File: src/gpt_map.svh
// register offsets, field positions, reset values and timing counts of the timer pair
`ifndef GPT_MAP_SVH
`define GPT_MAP_SVH

`define GPT_OFS_CFG 8'h00
`define GPT_OFS_MODE_A 8'h04
`define GPT_OFS_MODE_B 8'h08
`define GPT_OFS_CTL 8'h0c
`define GPT_OFS_IMR 8'h18
`define GPT_OFS_RIS 8'h1c
`define GPT_OFS_MIS 8'h20
`define GPT_OFS_ICR 8'h24
`define GPT_OFS_ILR_A 8'h28
`define GPT_OFS_ILR_B 8'h2c
`define GPT_OFS_MATCH_A 8'h30
`define GPT_OFS_MATCH_B 8'h34
`define GPT_OFS_PRE_A 8'h38
`define GPT_OFS_PRE_B 8'h3c
`define GPT_OFS_CNT_A 8'h48
`define GPT_OFS_CNT_B 8'h4c

`define GPT_CFG_JOINED 3'h0
`define GPT_CFG_CLOCK 3'h1
`define GPT_CFG_SPLIT 3'h4
`define GPT_MODE_ONESHOT 2'h1
`define GPT_MODE_PERIODIC 2'h2

// control bits, half b enable, stall and trigger sit at half a position plus 8
`define GPT_CTL_EN 0
`define GPT_CTL_STALL 1
`define GPT_CTL_CAL 4
`define GPT_CTL_OTE 5
`define GPT_HALF_STRIDE 8
// status and mask bits
`define GPT_IRQ_TO 0
`define GPT_IRQ_MATCH 3

`define GPT_CNT_RST 16'hffff
`define GPT_PRE_RST 8'h00
`define GPT_CLOCK_FIRST 32'h00000001

`define GPT_REF_HZ 32768
`define GPT_TICK_HZ 1
`define GPT_REF_PER_TICK (`GPT_REF_HZ / `GPT_TICK_HZ)

`endif

File: src/gpt_pkg.sv
// types of the timer pair
`include "gpt_map.svh"
package gpt_pkg;
    typedef struct packed {
        logic [2:0] cfg;
        logic [1:0][1:0] mode;
        logic [15:0] ctl;
        logic [15:0] imr;
        logic [15:0] ris;
        logic [1:0][15:0] ild;
        logic [1:0][15:0] mt;
        logic [1:0][7:0] pre;
        logic [1:0][7:0] psc;
        logic [1:0][15:0] cnt;
        logic [1:0] reload;
        logic [1:0] trig;
        logic clock_seen;
        logic [2:0] sync;
        logic ref_lvl;
        logic [15:0] div;
        logic irq;
        logic [31:0] rdata;
    } gpt_state_t;
endpackage

File: src/gpt_timer_pair.sv
// two 16-bit timer halves, joinable into a 32-bit timer or seconds counter
//
// The strobed register port and the placing of the registers were left to the implementer.
`timescale 1ns/1ps
`default_nettype none
`include "gpt_map.svh"
module gpt_timer_pair #(
    parameter int REF_PER_TICK = `GPT_REF_PER_TICK
) (
    input wire logic clock,
    input wire logic resetn,
    input wire logic [7:0] reg_addr,
    input wire logic [31:0] reg_wdata,
    input wire logic reg_wr,
    input wire logic reg_rd,
    output logic [31:0] reg_rdata,
    input wire logic halt,
    input wire logic capture_pin_0,
    output logic irq,
    output logic trig_a,
    output logic trig_b
);
    gpt_pkg::gpt_state_t s;
    gpt_pkg::gpt_state_t n;

    // register map, byte offsets on reg_addr:
    // 00 width config: 0 joined down-counter, 1 seconds counter, 4 two halves
    // 04, 08 half a / half b mode: 1 one-shot, anything else periodic
    // 0c control: bit 0 enable, 1 stall, 4 calendar, 5 trigger; half b enable, stall and trigger at plus 8
    // 18 mask, 1c raw status, 20 masked status, 24 clear (write one to clear)
    // status bits: 0 half a or joined time-out, 3 seconds match, 8 half b time-out
    // 28, 2c interval loads; 30, 34 match values; 38, 3c prescales
    // 48, 4c count values, read only
    // joined and seconds modes: 28, 30 and 48 carry both halves, half b on top
    // a load write re-arms the count on the next edge, except a 2c write outside split mode
    // and any load write in seconds mode, where software moves the count through the match value instead
    // split mode: prescale p steps a half once every p+1 clocks
    // a new prescale takes effect at the next count step or reload of that half
    // a flag set and its clear in one cycle: the set wins, no event is lost
    // a software control write beats a hardware enable clear in the same cycle
    // halt is taken as synchronous to clock; a halt from elsewhere needs a
    // synchroniser in front of this block
    // the seconds divider restarts whenever the enable is cleared

    logic [15:0] set_v;
    logic [15:0] clr_v;
    logic [31:0] c32;
    logic [31:0] m32;
    logic hold;
    logic ref_rise;
    logic en_i;
    logic stall_i;
    logic joined;

    always_comb begin
        n = s;
        set_v = 16'h0000;
        clr_v = 16'h0000;
        c32 = s.cnt;
        m32 = s.mt;
        en_i = 1'b0;
        stall_i = 1'b0;
        ref_rise = 1'b0;
        n.trig = 2'b00;
        joined = (s.cfg != `GPT_CFG_SPLIT);
        hold = halt && !s.ctl[`GPT_CTL_CAL];

        // third and second stage must agree before the level is taken
        n.sync = {s.sync[1:0], capture_pin_0};
        if (s.sync[1] == s.sync[2] && s.sync[2] != s.ref_lvl) begin
            n.ref_lvl = s.sync[2];
            ref_rise = s.sync[2];
        end

        case (s.cfg)
            `GPT_CFG_JOINED: begin
                if (s.reload[0]) begin
                    n.cnt = s.ild;
                    n.reload = 2'b00;
                end else if (s.ctl[`GPT_CTL_EN] && !(hold && s.ctl[`GPT_CTL_STALL])) begin
                    if (c32 == 32'h00000000) begin
                        set_v[`GPT_IRQ_TO] = 1'b1;
                        n.trig[0] = s.ctl[`GPT_CTL_OTE];
                        n.reload[0] = 1'b1;
                        if (s.mode[0] == `GPT_MODE_ONESHOT) begin
                            n.ctl[`GPT_CTL_EN] = 1'b0;
                        end
                    end else begin
                        n.cnt = c32 - 32'h00000001;
                    end
                end
            end
            `GPT_CFG_CLOCK: begin
                if (!s.clock_seen) begin
                    n.clock_seen = 1'b1;
                    n.cnt = `GPT_CLOCK_FIRST;
                end
                n.reload = 2'b00;
                if (!s.ctl[`GPT_CTL_EN]) begin
                    n.div = 16'h0000;
                end else if (ref_rise) begin
                    if (s.div == 16'(REF_PER_TICK - 1)) begin
                        n.div = 16'h0000;
                        if (c32 == m32) begin
                            n.cnt = 32'h00000000;
                            set_v[`GPT_IRQ_MATCH] = 1'b1;
                        end else begin
                            n.cnt = c32 + 32'h00000001;
                        end
                    end else begin
                        n.div = s.div + 16'h0001;
                    end
                end
            end
            `GPT_CFG_SPLIT: begin
                for (int i = 0; i < 2; i++) begin
                    en_i = s.ctl[`GPT_CTL_EN + `GPT_HALF_STRIDE * i];
                    stall_i = s.ctl[`GPT_CTL_STALL + `GPT_HALF_STRIDE * i];
                    if (s.reload[i]) begin
                        n.cnt[i] = s.ild[i];
                        n.psc[i] = s.pre[i];
                        n.reload[i] = 1'b0;
                    end else if (en_i && !(hold && stall_i)) begin
                        if (s.psc[i] != 8'h00) begin
                            n.psc[i] = s.psc[i] - 8'h01;
                        end else if (s.cnt[i] == 16'h0000) begin
                            set_v[`GPT_IRQ_TO + `GPT_HALF_STRIDE * i] = 1'b1;
                            n.trig[i] = s.ctl[`GPT_CTL_OTE + `GPT_HALF_STRIDE * i];
                            n.reload[i] = 1'b1;
                            if (s.mode[i] == `GPT_MODE_ONESHOT) begin
                                n.ctl[`GPT_CTL_EN + `GPT_HALF_STRIDE * i] = 1'b0;
                            end
                        end else begin
                            n.cnt[i] = s.cnt[i] - 16'h0001;
                            n.psc[i] = s.pre[i];
                        end
                    end
                end
            end
            default: begin
                n.reload = 2'b00;
            end
        endcase

        if (reg_wr) begin
            case (reg_addr)
                `GPT_OFS_CFG: begin
                    // configuration value picks joined or split
                    n.cfg = reg_wdata[2:0];
                end

                `GPT_OFS_MODE_A: begin
                    // in the joined down-counter half a alone picks the kind; the seconds counter reads neither mode
                    n.mode[0] = reg_wdata[1:0];
                end

                `GPT_OFS_MODE_B: begin
                    n.mode[1] = reg_wdata[1:0];
                end

                `GPT_OFS_CTL: begin
                    // only the defined bits are kept; the rest read back zero
                    n.ctl = 16'h0000;
                    n.ctl[`GPT_CTL_EN] = reg_wdata[`GPT_CTL_EN];
                    n.ctl[`GPT_CTL_STALL] = reg_wdata[`GPT_CTL_STALL];
                    n.ctl[`GPT_CTL_CAL] = reg_wdata[`GPT_CTL_CAL];
                    n.ctl[`GPT_CTL_OTE] = reg_wdata[`GPT_CTL_OTE];
                    n.ctl[`GPT_CTL_EN + `GPT_HALF_STRIDE] = reg_wdata[`GPT_CTL_EN + `GPT_HALF_STRIDE];
                    n.ctl[`GPT_CTL_STALL + `GPT_HALF_STRIDE] = reg_wdata[`GPT_CTL_STALL + `GPT_HALF_STRIDE];
                    n.ctl[`GPT_CTL_OTE + `GPT_HALF_STRIDE] = reg_wdata[`GPT_CTL_OTE + `GPT_HALF_STRIDE];
                end

                `GPT_OFS_IMR: begin
                    // unused mask bits read back zero
                    n.imr = 16'h0000;
                    n.imr[`GPT_IRQ_TO] = reg_wdata[`GPT_IRQ_TO];
                    n.imr[`GPT_IRQ_MATCH] = reg_wdata[`GPT_IRQ_MATCH];
                    n.imr[`GPT_IRQ_TO + `GPT_HALF_STRIDE] = reg_wdata[`GPT_IRQ_TO + `GPT_HALF_STRIDE];
                end

                `GPT_OFS_ICR: begin
                    // ones clear; a new event in the same cycle still wins
                    clr_v = reg_wdata[15:0];
                end

                `GPT_OFS_ILR_A: begin
                    // joined write splits into both halves
                    n.ild[0] = reg_wdata[15:0];
                    if (joined) begin
                        n.ild[1] = reg_wdata[31:16];
                    end
                    // running counter takes new load next cycle, except in seconds mode
                    n.reload[0] = (s.cfg != `GPT_CFG_CLOCK);
                end

                `GPT_OFS_ILR_B: begin
                    // half b load re-arms only when the halves are split
                    n.ild[1] = reg_wdata[15:0];
                    n.reload[1] = (s.cfg == `GPT_CFG_SPLIT);
                end

                `GPT_OFS_MATCH_A: begin
                    n.mt[0] = reg_wdata[15:0];
                    if (joined) begin
                        n.mt[1] = reg_wdata[31:16];
                    end
                end

                `GPT_OFS_MATCH_B: begin
                    n.mt[1] = reg_wdata[15:0];
                end

                `GPT_OFS_PRE_A: begin
                    // takes effect at the next count step or reload
                    n.pre[0] = reg_wdata[7:0];
                end

                `GPT_OFS_PRE_B: begin
                    n.pre[1] = reg_wdata[7:0];
                end

                `GPT_OFS_RIS, `GPT_OFS_MIS, `GPT_OFS_CNT_A, `GPT_OFS_CNT_B: begin
                    // status and counts are read only; writes are dropped
                end

                default: begin
                end
            endcase
        end

        // a new event beats a clear in the same cycle
        n.ris = (s.ris & ~clr_v) | set_v;
        n.irq = |(n.ris & n.imr);

        n.rdata = 32'h00000000;
        if (reg_rd) begin
            case (reg_addr)
                `GPT_OFS_CFG: begin
                    n.rdata = {29'h0, s.cfg};
                end

                `GPT_OFS_MODE_A: begin
                    n.rdata = {30'h0, s.mode[0]};
                end

                `GPT_OFS_MODE_B: begin
                    n.rdata = {30'h0, s.mode[1]};
                end

                `GPT_OFS_CTL: begin
                    n.rdata = {16'h0, s.ctl};
                end

                `GPT_OFS_IMR: begin
                    n.rdata = {16'h0, s.imr};
                end

                `GPT_OFS_RIS: begin
                    n.rdata = {16'h0, s.ris};
                end

                `GPT_OFS_MIS: begin
                    n.rdata = {16'h0, s.ris & s.imr};
                end

                `GPT_OFS_ILR_A: begin
                    // joined load reads back both halves
                    if (joined) begin
                        n.rdata = s.ild;
                    end else begin
                        n.rdata = {16'h0, s.ild[0]};
                    end
                end

                `GPT_OFS_ILR_B: begin
                    n.rdata = {16'h0, s.ild[1]};
                end

                `GPT_OFS_MATCH_A: begin
                    if (joined) begin
                        n.rdata = s.mt;
                    end else begin
                        n.rdata = {16'h0, s.mt[0]};
                    end
                end

                `GPT_OFS_MATCH_B: begin
                    n.rdata = {16'h0, s.mt[1]};
                end

                `GPT_OFS_PRE_A: begin
                    n.rdata = {24'h0, s.pre[0]};
                end

                `GPT_OFS_PRE_B: begin
                    n.rdata = {24'h0, s.pre[1]};
                end

                `GPT_OFS_CNT_A: begin
                    if (joined) begin
                        n.rdata = s.cnt;
                    end else begin
                        n.rdata = {16'h0, s.cnt[0]};
                    end
                end

                `GPT_OFS_CNT_B: begin
                    n.rdata = {16'h0, s.cnt[1]};
                end

                default: begin
                    n.rdata = 32'h00000000;
                end
            endcase
        end
    end

    always_ff @(posedge clock or negedge resetn) begin
        if (!resetn) begin
            // idle with counters and loads all ones
            s.cfg <= `GPT_CFG_JOINED;
            s.mode <= 4'h0;
            s.ctl <= 16'h0000;
            s.imr <= 16'h0000;
            s.ris <= 16'h0000;
            s.ild <= {`GPT_CNT_RST, `GPT_CNT_RST};
            s.mt <= 32'h00000000;
            s.cnt <= {`GPT_CNT_RST, `GPT_CNT_RST};
            s.pre <= {`GPT_PRE_RST, `GPT_PRE_RST};
            s.psc <= {`GPT_PRE_RST, `GPT_PRE_RST};
            // nothing pending, so no pulse or reload right after release
            s.reload <= 2'h0;
            s.trig <= 2'h0;
            s.clock_seen <= 1'b0;
            // level starts low like an idle reference: no false edge after reset
            s.sync <= 3'h0;
            s.ref_lvl <= 1'b0;
            s.div <= 16'h0000;
            s.irq <= 1'b0;
            s.rdata <= 32'h00000000;
        end else begin
            s <= n;
        end
    end

    assign reg_rdata = s.rdata;
    assign irq = s.irq;
    assign trig_a = s.trig[0];
    assign trig_b = s.trig[1];
endmodule
`default_nettype wire

File: config.mk
export PLATFORM = sky130hd
export DESIGN_NAME = gpt_timer_pair
export DESIGN_NICKNAME = d
export VERILOG_FILES = /design/src/gpt_pkg.sv /design/src/gpt_timer_pair.sv
export VERILOG_INCLUDE_DIRS = /design/src /design/src/src
export SDC_FILE = /design/constraint.sdc
export NUM_CORES = 1
export LEC_CHECK = 0
export BUFFER_PORTS_ARGS = -buffer_cell sky130_fd_sc_hd__clkbuf_2
export CORE_AREA = 5 5 161 163
export DETAILED_ROUTE_END_ITERATION = 10
export DIE_AREA = 0 0 166 168
export MAX_ROUTING_LAYER = met4
export PLACE_DENSITY = 0.83
export REMOVE_ABC_BUFFERS = 1
export SLEW_MARGIN = 20
export SYNTH_ARGS = -nofsm -noshare
export SYNTH_HDL_FRONTEND = slang
export SYNTH_SLANG_ARGS = --single-unit
File: constraint.sdc
create_clock -name clock -period 4.6 [get_ports clock]
set_input_delay 0.92 -clock clock [delete_from_list [all_inputs] [get_ports clock]]
set_output_delay 0.92 -clock clock [all_outputs]
set_load 0.03 [all_outputs]
-- Word-level counts from Yosys, hierarchy flattened
Index checks and enable logic that the tools add are counted.
- bits in registers: 232
- output and inout bits: 35
- word-level logic and storage cells: 205
- add/subtract/negate cells: 7
- equal/unequal tests: 38
- muxes and demuxes: 93
- bitwise gates (word level): 5
- reduce and logical (&&, ||, !) cells: 37
- operators by type and width (operator ; number):
    32-bit case mux with 15 select lines ; 1
    32-bit two-way mux ; 12
    16-bit two-way mux ; 15
    32-bit case mux with 3 select lines ; 1
    8-bit by 6-bit equality test with 1-bit output, second input constant ; 8
    8-bit two-way mux ; 8
    16-bit case mux with 2 select lines ; 2
    16-bit bitwise AND ; 3
    1-bit two-way mux ; 47
    3-bit inequality test, second input constant ; 11
    32-bit by 1-bit adder with 32-bit output, second input constant ; 1
    32-bit equality test ; 1
    16-bit logical NOT ; 2
    32-bit logical NOT ; 1
    16-bit by 1-bit subtractor with 16-bit output, second input constant ; 2
    32-bit by 1-bit subtractor with 32-bit output, second input constant ; 1
    25-bit two-way mux ; 1
    2-bit AND reduction ; 9
    16-bit by 1-bit adder with 16-bit output, second input constant ; 1
    16-bit by 15-bit equality test with 1-bit output, second input constant ; 1
    8-bit by 4-bit equality test with 1-bit output, second input constant ; 2
    8-bit by 5-bit equality test with 1-bit output, second input constant ; 2
    8-bit by 7-bit equality test with 1-bit output, second input constant ; 2
    16-bit inverter ; 1
    25 further kinds ; 45

-- Depth between registers and ports, before layout
- word-level depth: 12
- gate-level depth with buffers: 12
- gate-level depth less buffers: 8

-- Least setup slack after synthesis
No wires, ideal clock.
- path kind: input-to-reg
- start: in reg_addr[2]
- end: reg s (netlist bit reg_rdata[12])
- arrival: 2.878 ns
- required time: 4.518 ns
- slack: 1.640 ns
- stages on the path: 8
- path buffers: 4
- path through: clkbuf_1 > or4b_2 > clkbuf_1 > nor2_1 > clkbuf_1 > buf_1 > a222oi_1 > a31oi_1
- RTL lines (item ; line ; text):
    start: declaration ; gpt_timer_pair.sv:12 ; input wire logic [7:0] reg_addr,
    end signal: assignment ; gpt_timer_pair.sv:342 ; s <= n;
    end: declaration ; gpt_timer_pair.sv:23 ; gpt_pkg::gpt_state_t s;

-- Worst setup path after layout
- start: reg s (netlist bit c32[21])
- end: reg s (netlist bit c32[4])
- cells in the longest elaborated chain, start to end: 6
- elaborated cells on any way between the ends: 9
- RTL lines (item ; line ; text):
    32-bit equality test ; gpt_timer_pair.sv:104 ; if (c32 == m32) begin
    32-bit two-way mux ; gpt_timer_pair.sv:104 ;
    32-bit two-way mux ; gpt_timer_pair.sv:102 ; if (s.div == 16'(REF_PER_TICK - 1)) begin
    32-bit two-way mux ; gpt_timer_pair.sv:101 ; end else if (ref_rise) begin
    32-bit two-way mux ; gpt_timer_pair.sv:99 ; if (!s.ctl[`GPT_CTL_EN]) begin
    32-bit case mux with 3 select lines ; gpt_timer_pair.sv:75 ; case (s.cfg)
Several ways; a longest one is shown, not always the timed one.
A chain may end at the register's enable or synchronous reset.

==> metrics.yaml <==
status:
  status: "finished, final reports clean"
floorplan:
  die_w_microns: 166
  rows: 57
  ios: 81
  die_area_sq_um: 27900
  start_util: 0.591
  die_y_microns: 168
  core_area_sq_um: 24200
grt:
  grt_pass1_wl_microns: 78400
  grtUsageTotal: 0.363
  grt_pass1_vias: 13200
  grt_max_degree: 125
  grt_overflow: 0
  grt_antenna_before_repair: 1
critical_path:
  crit_path_end: "c32[4]$_DFFE_PN1P_"
  arrival_ns: 3.91
  r2r_setup_slack_ns: 1.16
  ff2ff_path_depth: 6
  cp-end-kind: "flop"
  r2r-start: "c32[21]$_DFFE_PN1P_"
  worstPathMaxFanout: 22
  startpoint: "c32[21]$_DFFE_PN1P_"
  start_kind: "flop"
  timing.rr.end: "c32[4]$_DFFE_PN1P_"
  crit_required_ns: 5.08
  critical_path_class: "flop to flop"
route:
  drt-total-wl_microns: 50900
  vias_per_cell: 7.25
  drt-initial-drc-count: 2156
  avgRoutedWirePerCell_microns: 26.6
  dr.pass1.iters: 7
  drc_errors: 0
  ant_nets: 0
  num_vias: 13900
sta:
  fin_skew_ns: 0.0134
  period_share: 0.747
  max_freq_mhz: 291
  setup_slack_ns: 1.16
  max_slew_margin: 0.289
  report.final.slew_viol_count: 0
  rsz0062_at_grt: "false"
  setup_viol: 0
  tns_ns: 0
  hold_viol: 0
  min_period_ns: 3.44
  tightest_slew_ns: 1.06
logic_synthesis:
  synth-simple-area-share: 0.197
  synthMuxAreaShare: 0.0734
  synth_top_family_by_area: "compound AO/OA/AOI/OAI gates"
  async_flop_share: 1.00
  syn_area_sq_um: 14300
  postSynth.topFlopCell: "dfrtp_1"
  synth_xor_area_frac: 0.0301
  yosysSeqAreaShare: 0.412
  synthAdderAreaFrac: 0.00946
  ys_warn_count: 0
  syn_inst: 1572
  synthDistinctLibCells: 81
  ys_ff_latch: 232
  synth_compound_area_frac: 0.222
  syn_area_per_cell_sq_um: 9.08
  synth-edff-count: 0
placed_design:
  placed_cells: 1864
  gp_congestion: 1.00
  dp_hpwl_microns: 35300
  pre_cts_slack_ns: 1.08
  io_buffer_count: 80
worst_hold_path:
  hp-start: "n[51]$_DFF_PN0_"
  hold_path.class: "flop to flop"
clock_tree:
  cts-root-buf: "clkbuf_16"
  post-cts-setup-buffers: 0
  clockBufferDepth: 3
  clock_latency_ns: 0.55
  htreeDepth: 1
  postCtsHoldBufs: 0
  clk_pin_slew_ns: 0.06
  post_cts_resized: 0
  cts_tree: "done"
  cts_buffers: 26
  cts_sinks: 232
final_layout:
  fin_nets: 1624
  final_cells: 1913
  drive_above_1_share: 0.202
  area_delta_synth_final_pct: 9.68
power_and_ir_drop:
  power.static_leakage_nw: 6.25
  vdd_ir_drop_max_v: 0.000243
  p_per_area_nw_per_um2: 405
flow_run:
  cap_violations: 0
## registers in the layout, summed over array words and instances (netlist names)
signal,count
irq,1
reg_rdata,32
s,131
m32,32
c32,32
trig_a,1
n,2
trig_b,1
## worst max-delay path, cell delays in order (launching register included)
cell	delay, ns
dfstp_2	0.50
nor4_1	0.80
nand4_1	0.46
a21oi_1	0.31
o32a_1	0.83
nor3_1	0.11
a311o_1	0.35
## where the power goes
part           leakage [nW]  switching [mW]  internal [mW]
Combinational          2.82           0.657          0.466
Sequential             2.97           0.582           2.29
Clock                 0.469           0.891           1.45
## synthesized netlist by cell type (all sizes together), types with 39 or more instances
cell type	instances	area [sq um]
dfrtp	168	4200
nand2	162	608
dfstp	64	1680
xnor2	44	385
a21oi	75	375
buf	58	365
o21ai	116	581
mux2	61	687
a22oi	39	293
clkbuf	87	328
nand3	50	255
nor3	43	215
nor2	100	375
## worst min-delay path by stage
stage | endpoint | slack, ns | cells after the start
after floorplan | n[52]$_DFF_PN0_ | 0.33 | 0
after detailed placement | n[52]$_DFF_PN0_ | 0.34 | 0
after global placement | n[52]$_DFF_PN0_ | 0.33 | 0
after global routing | n[52]$_DFF_PN0_ | 0.37 | 0
after CTS | n[52]$_DFF_PN0_ | 0.37 | 0
final | n[52]$_DFF_PN0_ | 0.37 | 0
## layer usage
layer	global-route usage	routed length [microns]	up-vias
met5	-	0	-
met4	0.150	2720	0
met3	0.0821	6710	238
met2	0.532	22000	1135
met1	0.490	19500	6610
li1	-	-	5881
## per-stage QoR
step                cell area (sq um)   util  power, mW  hold WS, ns
floorplan                       13600      -       3.36        0.331
global placement                14700  0.607       3.91        0.333
detailed placement              14700  0.607       3.95        0.338
CTS                             15700  0.647       6.26        0.366
global route                    15700  0.648       6.52        0.367
finish                          15700  0.648       6.34        0.365
## cells by family after synthesis
kind of cell,Yosys count
xor gates and xnor gates,49
muxes,97
AOI/OAI and AO/OA,460
and+or+nand+nor,548
DFF,232
adders and majority gates,11
buffers and inverters,175
## cell usage in the layout, fill, tap and decap left out, drive strengths merged, types with 8 or more instances in the layout
| master | Yosys | final |
|---|---|---|
| xnor2 | 44 | 44 |
| and3 | 13 | 13 |
| a31oi | 21 | 21 |
| o21ai | 116 | 116 |
| mux2 | 61 | 61 |
| ha | 10 | 10 |
| dfstp | 64 | 64 |
| a21boi | 20 | 20 |
| a21o | 8 | 8 |
| nor2 | 100 | 100 |
| o31ai | 14 | 14 |
| inv | 28 | 28 |
| a221oi | 16 | 16 |
| or4 | 14 | 14 |
| clkbuf | 87 | 116 |
| nor3 | 43 | 43 |
| o211ai | 21 | 21 |
| o21a | 9 | 9 |
| mux2i | 36 | 36 |
| a21oi | 75 | 75 |
| or2 | 8 | 8 |
| nand4 | 32 | 32 |
| a211oi | 12 | 12 |
| nand3b | 8 | 8 |
| nor4 | 34 | 34 |
| a22oi | 39 | 39 |
| dfrtp | 168 | 168 |
| or3 | 13 | 13 |
| a222oi | 26 | 26 |
| and2 | 21 | 21 |
| nand2b | 9 | 9 |
| nand3 | 50 | 50 |
| nand2 | 162 | 162 |
| a22o | 11 | 11 |
| buf | 58 | 34 |
## cell type report
type,instances,area (sq um)
flip-flops and latches,232,5890
multi-input cells,1165,7620
clock buffers,37,772
clock inverters,11,195
diodes,1,2.50
repair buffers,113,671
well taps,324,405
fillers,1955,8520
inverters,30,113
(Power assumes the default switching activity.)
